File: src/hw/rcsl_pkg.sv
// package for the reset-cause status logic: constants, encodings and carriers
package rcsl_pkg;

  // program counter and vector values
  localparam int          PC_W          = 21;
  localparam logic [20:0] PC_RESET      = 21'h000000;
  localparam logic [20:0] VEC_HIGH      = 21'h000008;
  localparam logic [20:0] VEC_LOW       = 21'h000018;
  localparam logic [20:0] PC_WAKE_STEP  = 21'h000002;

  // brown-out configuration value that enables the software switch
  localparam logic [1:0]  BOR_CFG_SOFT  = 2'h1;

  // register map of the plain register port
  localparam logic [3:0]  ADDR_RESET_CONTROL_REG     = 4'h0;
  localparam logic [3:0]  ADDR_STACK    = 4'h1;
  localparam logic [3:0]  ADDR_PC_LO    = 4'h2;
  localparam logic [3:0]  ADDR_PC_MID   = 4'h3;
  localparam logic [3:0]  ADDR_PC_HI    = 4'h4;
  localparam logic [3:0]  ADDR_IRQ_STAT = 4'h5;
  localparam logic [3:0]  ADDR_IRQ_MASK = 4'h6;
  localparam logic [3:0]  ADDR_GP       = 4'h7;

  // bit positions inside the reset control register
  localparam int RC_SOFT_BROWNOUT_ENABLE = 6;
  localparam int RC_RI     = 4;
  localparam int RC_TO     = 3;
  localparam int RC_PD     = 2;
  localparam int RC_POR    = 1;
  localparam int RC_BOR    = 0;
  // bit positions inside the stack register
  localparam int SK_FUL    = 7;
  localparam int SK_UNF    = 6;

  // reset values of the flags after power-on
  localparam logic [7:0] RESET_CONTROL_REG_POR_VAL  = 8'h5c;
  localparam logic [7:0] IRQ_MASK_RST  = 8'h00;
  localparam int         N_EVT         = 8;

  // reset and wake-up causes; priority is set by the cause selection in rcsl_reset_cause, not by this order
  typedef enum {
    RCSL_C_NONE,
    RCSL_C_POR,
    RCSL_C_BOR,
    RCSL_C_RESET_INSTR,
    RCSL_C_MASTER_CLEAR_PIN_RUN,
    RCSL_C_MASTER_CLEAR_PIN_IDLE,
    RCSL_C_WDT_RUN,
    RCSL_C_MASTER_CLEAR_PIN_FULL,
    RCSL_C_STK_FULL,
    RCSL_C_STK_UNF,
    RCSL_C_WDT_WAKE,
    RCSL_C_INT_WAKE
  } rcsl_cause_e;

  // power state of the core
  typedef enum {
    RCSL_P_FULL,
    RCSL_P_RUN,
    RCSL_P_IDLE,
    RCSL_P_SLEEP
  } rcsl_pwr_e;

  // reset and wake-up sources sampled each cycle
  typedef struct packed {
    logic por;
    logic bor;
    logic reset_instr;
    logic master_clear_pin;
    logic watchdog_timer;
    logic stack_overflow;
    logic stack_underflow;
    logic int_wake;
  } rcsl_src_s;

  // register port request
  typedef struct packed {
    logic [3:0] addr;
    logic [7:0] wdata;
    logic       wr;
    logic       rd;
  } rcsl_req_s;

endpackage : rcsl_pkg

File: src/hw/rcsl_reset_cause.sv
// reset-cause recording: program counter load, status flags and event interrupt
`timescale 1ns/10ps
module rcsl_reset_cause #(
  parameter int PCW = rcsl_pkg::PC_W
) (
  input  wire logic                clk,
  input  wire logic                rst_n,
  input  wire logic                clk_en,
  input  wire rcsl_pkg::rcsl_src_s src,
  input  wire logic [1:0]          pwr_state,
  input  wire logic [1:0]          brownout_mode_config,
  input  wire logic                stack_fault_reset_enable,
  input  wire logic                global_int_enable_high,
  input  wire logic                global_int_enable_low,
  input  wire logic                int_is_high,
  input  wire logic [PCW-1:0]      pc_now,
  input  wire rcsl_pkg::rcsl_req_s req,
  output logic [7:0]               rdata,
  output logic                     core_reset,
  output logic                     pc_load,
  output logic [PCW-1:0]           pc_value,
  output logic [7:0]               reset_control_reg,
  output logic [7:0]               stack_pointer_reg,
  output logic                     irq
);

  rcsl_pkg::rcsl_cause_e cause;
  rcsl_pkg::rcsl_pwr_e   pwr;
  logic [7:0]            rc_r;
  logic [7:0]            rc_nxt;
  logic [7:0]            sk_r;
  logic [7:0]            sk_nxt;
  logic [7:0]            gp_r;
  logic [7:0]            stat_r;
  logic [7:0]            mask_r;
  logic [7:0]            evt;
  logic                  soft_ok;
  logic                  wr_rc;
  logic                  wr_sk;

  // decode of the power state input
  always_comb
  begin
    case (pwr_state)
      2'h0:    pwr = rcsl_pkg::RCSL_P_FULL;
      2'h1:    pwr = rcsl_pkg::RCSL_P_RUN;
      2'h2:    pwr = rcsl_pkg::RCSL_P_IDLE;
      default: pwr = rcsl_pkg::RCSL_P_SLEEP;
    endcase
  end

  // soft brown-out switch only when configuration allows it
  assign soft_ok = (brownout_mode_config == rcsl_pkg::BOR_CFG_SOFT);

  // pick the single cause to apply this cycle, highest first
  always_comb
  begin
    cause = rcsl_pkg::RCSL_C_NONE;
    if (src.por)
      cause = rcsl_pkg::RCSL_C_POR;
    else if (src.bor)
      cause = rcsl_pkg::RCSL_C_BOR;
    else if (src.reset_instr)
      cause = rcsl_pkg::RCSL_C_RESET_INSTR;
    else if (src.master_clear_pin && pwr == rcsl_pkg::RCSL_P_RUN)
      cause = rcsl_pkg::RCSL_C_MASTER_CLEAR_PIN_RUN;
    else if (src.master_clear_pin && (pwr == rcsl_pkg::RCSL_P_IDLE ||
             pwr == rcsl_pkg::RCSL_P_SLEEP))
      cause = rcsl_pkg::RCSL_C_MASTER_CLEAR_PIN_IDLE;
    else if (src.master_clear_pin)
      cause = rcsl_pkg::RCSL_C_MASTER_CLEAR_PIN_FULL;
    else if (src.watchdog_timer && (pwr == rcsl_pkg::RCSL_P_FULL ||
             pwr == rcsl_pkg::RCSL_P_RUN))
      cause = rcsl_pkg::RCSL_C_WDT_RUN;
    else if (src.watchdog_timer)
      cause = rcsl_pkg::RCSL_C_WDT_WAKE;
    else if (src.stack_overflow && stack_fault_reset_enable)
      cause = rcsl_pkg::RCSL_C_STK_FULL;
    else if (src.stack_underflow)
      cause = rcsl_pkg::RCSL_C_STK_UNF;
    else if (src.int_wake && pwr != rcsl_pkg::RCSL_P_FULL)
      cause = rcsl_pkg::RCSL_C_INT_WAKE;
  end

  // register port write decode
  assign wr_rc = req.wr && req.addr == rcsl_pkg::ADDR_RESET_CONTROL_REG;
  assign wr_sk = req.wr && req.addr == rcsl_pkg::ADDR_STACK;

  // next value of the reset control flags
  always_comb
  begin
    rc_nxt = rc_r;
    if (wr_rc)
      rc_nxt = req.wdata;
    case (cause)
      rcsl_pkg::RCSL_C_POR:
      begin
        rc_nxt = rcsl_pkg::RESET_CONTROL_REG_POR_VAL;
        rc_nxt[rcsl_pkg::RC_SOFT_BROWNOUT_ENABLE] = soft_ok;
      end
      rcsl_pkg::RCSL_C_BOR:
      begin
        rc_nxt[rcsl_pkg::RC_RI]  = 1'b1;
        rc_nxt[rcsl_pkg::RC_TO]  = 1'b1;
        rc_nxt[rcsl_pkg::RC_PD]  = 1'b1;
        rc_nxt[rcsl_pkg::RC_BOR] = 1'b0;
      end
      rcsl_pkg::RCSL_C_RESET_INSTR:
        rc_nxt[rcsl_pkg::RC_RI] = 1'b0;
      rcsl_pkg::RCSL_C_MASTER_CLEAR_PIN_RUN:
        rc_nxt[rcsl_pkg::RC_TO] = 1'b1;
      rcsl_pkg::RCSL_C_MASTER_CLEAR_PIN_IDLE:
      begin
        rc_nxt[rcsl_pkg::RC_TO] = 1'b1;
        rc_nxt[rcsl_pkg::RC_PD] = 1'b0;
      end
      rcsl_pkg::RCSL_C_WDT_RUN:
        rc_nxt[rcsl_pkg::RC_TO] = 1'b0;
      rcsl_pkg::RCSL_C_WDT_WAKE:
      begin
        rc_nxt[rcsl_pkg::RC_TO] = 1'b0;
        rc_nxt[rcsl_pkg::RC_PD] = 1'b0;
      end
      rcsl_pkg::RCSL_C_INT_WAKE:
        rc_nxt[rcsl_pkg::RC_PD] = 1'b0;
      default:
        rc_nxt = rc_nxt;
    endcase
    // soft enable kept on non-power-on resets, zero when not allowed
    if (!soft_ok)
      rc_nxt[rcsl_pkg::RC_SOFT_BROWNOUT_ENABLE] = 1'b0;
    rc_nxt[7] = 1'b0;
    rc_nxt[5] = 1'b0;
  end

  // next value of the stack flags
  always_comb
  begin
    sk_nxt = sk_r;
    if (wr_sk)
      sk_nxt = req.wdata;
    if (cause == rcsl_pkg::RCSL_C_POR)
      sk_nxt = 8'h00;
    else if (cause == rcsl_pkg::RCSL_C_STK_FULL)
      sk_nxt[rcsl_pkg::SK_FUL] = 1'b1;
    else if (cause == rcsl_pkg::RCSL_C_STK_UNF)
      sk_nxt[rcsl_pkg::SK_UNF] = 1'b1;
    sk_nxt[5:0] = 6'h00;
  end

  // flag registers take their defined state at power-on
  always_ff @(posedge clk or negedge rst_n)
  begin
    if (!rst_n)
    begin
      rc_r <= rcsl_pkg::RESET_CONTROL_REG_POR_VAL;
      sk_r <= 8'h00;
    end
    else if (clk_en)
    begin
      rc_r <= rc_nxt;
      sk_r <= sk_nxt;
    end
  end

  // general register with no reset state: only software changes it
  always_ff @(posedge clk)
  begin
    if (clk_en && req.wr && req.addr == rcsl_pkg::ADDR_GP)
      gp_r <= req.wdata;
  end

  // program counter load and core reset request
  always_ff @(posedge clk or negedge rst_n)
  begin
    if (!rst_n)
    begin
      core_reset <= 1'b1;
      pc_load    <= 1'b1;
      pc_value   <= rcsl_pkg::PC_RESET[PCW-1:0];
    end
    else if (clk_en)
    begin
      core_reset <= 1'b0;
      pc_load    <= 1'b0;
      case (cause)
        rcsl_pkg::RCSL_C_NONE:
          pc_value <= pc_value;
        rcsl_pkg::RCSL_C_STK_UNF:
        begin
          // underflow without the enable only raises the flag
          if (stack_fault_reset_enable)
          begin
            core_reset <= 1'b1;
            pc_load    <= 1'b1;
            pc_value   <= rcsl_pkg::PC_RESET[PCW-1:0];
          end
        end
        rcsl_pkg::RCSL_C_WDT_WAKE:
        begin
          pc_load  <= 1'b1;
          pc_value <= pc_now + rcsl_pkg::PC_WAKE_STEP[PCW-1:0];
        end
        rcsl_pkg::RCSL_C_INT_WAKE:
        begin
          pc_load <= 1'b1;
          if (int_is_high && global_int_enable_high)
            pc_value <= rcsl_pkg::VEC_HIGH[PCW-1:0];
          else if (!int_is_high && global_int_enable_low)
            pc_value <= rcsl_pkg::VEC_LOW[PCW-1:0];
          else
            pc_value <= pc_now + rcsl_pkg::PC_WAKE_STEP[PCW-1:0];
        end
        default:
        begin
          core_reset <= 1'b1;
          pc_load    <= 1'b1;
          pc_value   <= rcsl_pkg::PC_RESET[PCW-1:0];
        end
      endcase
    end
  end

  // one event bit per source, sticky status cleared by writing one
  assign evt = src;
  generate
    for (genvar i = 0; i < rcsl_pkg::N_EVT; i++)
    begin : g_evt
      always_ff @(posedge clk or negedge rst_n)
      begin
        if (!rst_n)
          stat_r[i] <= 1'b0;
        else if (clk_en)
        begin
          if (evt[i])
            stat_r[i] <= 1'b1;                            // set beats clear
          else if (req.wr && req.addr == rcsl_pkg::ADDR_IRQ_STAT && req.wdata[i])
            stat_r[i] <= 1'b0;
        end
      end
    end
  endgenerate

  // interrupt mask register
  always_ff @(posedge clk or negedge rst_n)
  begin
    if (!rst_n)
      mask_r <= rcsl_pkg::IRQ_MASK_RST;
    else if (clk_en && req.wr && req.addr == rcsl_pkg::ADDR_IRQ_MASK)
      mask_r <= req.wdata;
  end

  // interrupt output and visible copies of the flags
  always_ff @(posedge clk or negedge rst_n)
  begin
    if (!rst_n)
    begin
      irq               <= 1'b0;
      reset_control_reg <= rcsl_pkg::RESET_CONTROL_REG_POR_VAL;
      stack_pointer_reg <= 8'h00;
    end
    else if (clk_en)
    begin
      irq               <= |(stat_r & mask_r);
      reset_control_reg <= rc_r;
      stack_pointer_reg <= sk_r;
    end
  end

  // read data one cycle after the read strobe, unmapped reads zero
  always_ff @(posedge clk or negedge rst_n)
  begin
    if (!rst_n)
      rdata <= 8'h00;
    else if (clk_en)
    begin
      if (req.rd)
      begin
        case (req.addr)
          rcsl_pkg::ADDR_RESET_CONTROL_REG:     rdata <= soft_ok ? rc_r : (rc_r & 8'hbf);
          rcsl_pkg::ADDR_STACK:    rdata <= sk_r;
          rcsl_pkg::ADDR_PC_LO:    rdata <= 8'(pc_value);
          rcsl_pkg::ADDR_PC_MID:   rdata <= 8'(pc_value >> 8);
          rcsl_pkg::ADDR_PC_HI:    rdata <= 8'(pc_value >> 16);
          rcsl_pkg::ADDR_IRQ_STAT: rdata <= stat_r;
          rcsl_pkg::ADDR_IRQ_MASK: rdata <= mask_r;
          rcsl_pkg::ADDR_GP:       rdata <= gp_r;
          default:                 rdata <= 8'h00;
        endcase
      end
      else
        rdata <= 8'h00;
    end
  end

endmodule : rcsl_reset_cause

File: config.mk
export PLATFORM = sky130hd
export DESIGN_NAME = rcsl_reset_cause
export DESIGN_NICKNAME = d
export VERILOG_FILES = /design/src/hw/rcsl_pkg.sv /design/src/hw/rcsl_reset_cause.sv
export SDC_FILE = /design/constraint.sdc
export NUM_CORES = 1
export LEC_CHECK = 0
export BUFFER_PORTS_ARGS = -buffer_cell sky130_fd_sc_hd__buf_2
export CAP_MARGIN = 10
export CORE_UTILIZATION = 30
export DETAILED_ROUTE_END_ITERATION = 12
export MAX_ROUTING_LAYER = met4
export PLACE_DENSITY = 0.5
export RECOVER_POWER = 25
export SLEW_MARGIN = 0
export SYNTH_ARGS = -nofsm -noshare
export SYNTH_HDL_FRONTEND = slang
export SYNTH_SLANG_ARGS = --single-unit
export TNS_END_PERCENT = 30
File: constraint.sdc
create_clock -name clk -period 1.55 [get_ports clk]
set_input_delay 0.31 -clock clk [delete_from_list [all_inputs] [get_ports clk]]
set_output_delay 0.31 -clock clk [all_outputs]
set_load 0.005 [all_outputs]
==> flow_summary.ini <==
[run_status]
status = complete, but fails checks
violations = setup timing

[yosys]
ys_types = 56
synth.avg_cell_area_um2 = 10.4
syn_inst = 381
synth_warnings = 0
synth_top_area_share_pct = 34.2
syn_area_um2 = 3950
ys_seq_elements = 72
synth_top_family_by_area = compound AO/OA/AOI/OAI gates
synth-simple-area-share_pct = 14.9
seq_area_frac_synth_pct = 46.9
synth_compound_area_share_pct = 16.8
synthFlopType = dfrtp_1
muxShareOfSynthArea_pct = 11.7
synth-edff-count = 8
synth_area_leaders = dfrtp_1 (34%), dfstp_2 (6.6%), edfxtp_1 (6.1%), mux2_2 (6.0%), nand2_1 (4.4%)
synth_xor_area_share_pct = 3.99
synth_fa_ha_area_share_pct = 0.316
synth_top_cell_by_area = dfrtp_1
synth_async_sr_flop_share_pct = 88.9

[timing]
fin_tns_setup_ns = -0.0826
worst_slack_ns = -0.0137
fmax_mhz = 640
finalMaxSlewViolations = 0
hold_violations = 0
finalSetupViolCount = 9
post-route-period-util_pct = 101
rsz0062_at_grt = true
worstMarginPinSlew_ns = 0.906
final.min_clock_period_ns = 1.56
clock_skew_ns = 0.00692
worst_slew_margin_rel_pct = 39.6

[hold_path]
hp-class = in -> reg
holdPathStages = 3

[worst_setup_path]
criticalPathCategory = in -> reg
arrival_ns = 1.78
cp_max_fo = 9
r2r_cells = 3
startpoint_type = input port
cp-end-kind = flip-flop
slowest_stage = or3_4
slowest_delay_ns = 0.39
path_cells = buf_6, or3_4, nor3_4, nand4b_4, o221ai_4, nand2b_4, o21ai_1
path_depth = 7
critPathBufInv = 1
cp_top_family = simple AND/OR/NAND/NOR gates
crit_required_ns = 1.76
ff2ff_setup_slack_ns = 0.16

[floorplan]
dieArea_um2 = 13600
die_width_um = 117
fp.dieH_um = 117
io_pins = 102
rows = 41
core-area_um2 = 12700
initial_core_util_pct = 31.1

[final_layout]
stdcell_area_um2 = 5510
drive_gt1_share_pct = 43.1
final_common_cell = buf_2
final_cell_mix = buf_2 (82), buf_4 (55), dfrtp_1 (54)
largest_reg_flops = 21
fill_cells = 1287
areaGrowthSynthToFinish_pct = 39.4
nets = 588
antenna_cells = 0
top_register = pc_value

[placement]
post-dp-hpwl_um = 9440
placed_area_um2 = 5050
gp_congestion = 0.824
pre_cts_ws_ns = -0.450
port_buffers = 93

[pwr]
netSwitchingPower_mw = 1.26
power_density_nw_per_um2 = 922
p_int_mw = 3.82
pwr-share-clk_pct = 42.4
pwr-share-comb_pct = 15.8
p_sw_share_pct = 24.8
seq_power_share_pct = 41.8
ir_drop_v = 0.000478
power.leakage_nw = 2.52

[run]
maxCapViolations = 0

[route]
final_antenna_net_count = 0
drt-total-wl_um = 12200
drt_iter0_drc = 174
dr.pass1.iters = 4
routedWlPerCell_um = 17.2
vias_per_cell = 4.86
drc = 0
vias = 3452

[cts]
clk_pin_slew_ns = 0.05
clk_path_buf_depth = 2
cts_htree_levels = 3
clk_latency_ns = 0.33
numCtsBuffers = 9
clkSinkCount = 72
cts_tree = yes
cts_root_buf = clkbuf_16

[global_route]
grt_remaining_overflow = 0
grt_use_total_pct = 19.4
antenna_found_initial = 0
grt_max_degree = 65
grt_pass1_vias = 3386
grt_pass1_wl_um = 18600
-- cell usage after synthesis, drive strengths merged, types with 2 or more instances --
cell type / count
dfrtp: 54
nand2: 46
o21ai: 32
mux2: 21
nor2: 20
buf: 18
inv: 18
a21oi: 15
xor2: 15
nand3: 14
a22o: 12
dfstp: 10
o22ai: 10
edfxtp: 8
clkbuf: 7
mux2i: 7
mux4: 7
nand2b: 7
nand4: 6
a211oi: 4
a22oi: 4
and3: 4
nor3: 4
a221oi: 3
o21a: 3
o31ai: 3
xnor2: 3
and4: 2
nor2b: 2
nor3b: 2
nor4: 2
or3: 2
-- power groups by stage --
stage	sequential [mW]	clock (mW)	combinational [mW]
3_5_place_dp	2.16	0	0.781
2_1_floorplan	2.14	0	0.394
3_3_place_gp	2.16	0	0.766
5_1_grt	2.14	2.30	0.879
4_1_cts	2.13	2.23	0.797
6_report	2.13	2.15	0.803
-- layer usage --
layer	share of wire [%]	track usage [%]	up-vias
met5	0	-	-
met4	2.2	8.10	0
met3	4.2	3.91	22
met2	49	29.9	84
met1	44	25.0	1667
li1	-	-	1679
-- final timing paths --
kind	start	to
worst max-delay path	src[6]	pc_value[1]$_DFFE_PN0P_
worst min register to register	pc_load$_DFFE_PN1P_	pc_load$_DFFE_PN1P_
worst max register to register	pc_value[0]$_DFFE_PN0P_	rdata[0]$_DFFE_PN0P_
max in group asynchronous	rst_n	rc_r[0]$_DFFE_PN0P_
worst min-delay path	pc_now[0]	pc_value[0]$_DFFE_PN0P_
min in group asynchronous	rst_n	stat_r[3]$_DFFE_PN0P_
-- worst reg2reg max path, stage by stage (launching register included) --
cell     delay (ns)
dfrtp_1        0.41
mux4_2         0.48
mux2i_1        0.26
o22ai_1        0.10
-- cell type report --
type                       count  area (um^2)  share of cell area (%)
inverter                      18         67.6                    1.23
clock buffer                  12          268                    4.86
sequential                    72         1850                    33.6
tap                          172          215                    3.90
timing repair buffer         157         1010                    18.4
multi-input combinational    275         2040                    37.0
clock inverter                 4         51.3                   0.931
-- per-stage QoR --
stage,hold WS (ns),total power [mW],util (%),instances
after floorplan,0.0144,2.53,-,388
after global placement,0.355,2.93,39.7,689
after detailed placement,0.362,2.94,39.7,689
after CTS,0.000414,5.15,42.7,707
after global routing,0.219,5.33,43.3,710
final,0.221,5.08,43.3,710
-- cell families after synthesis --
family | Yosys count
AND/OR/NAND/NOR | 115
AO/OA/AOI/OAI | 96
flip-flops | 72
buffers and inverters | 43
multiplexers | 35
XOR/XNOR | 18
adder cells (fa/ha/maj) | 1
other | 1
-- repair_timing --
| item | 4_1_cts | 5_1_grt |
|---|---|---|
| endpoints found under the setup margin | 23 | 28 |
| gates resized for setup | 12 | 25 |
| hold buffers | 0 | 1 |
| pin swaps | 3 | 8 |
| buffers inserted | 1 | 2 |
| cloned | 1 | 1 |
| endpoints found under the hold margin | 0 | 7 |
Power figures use the tool's default switching activity.
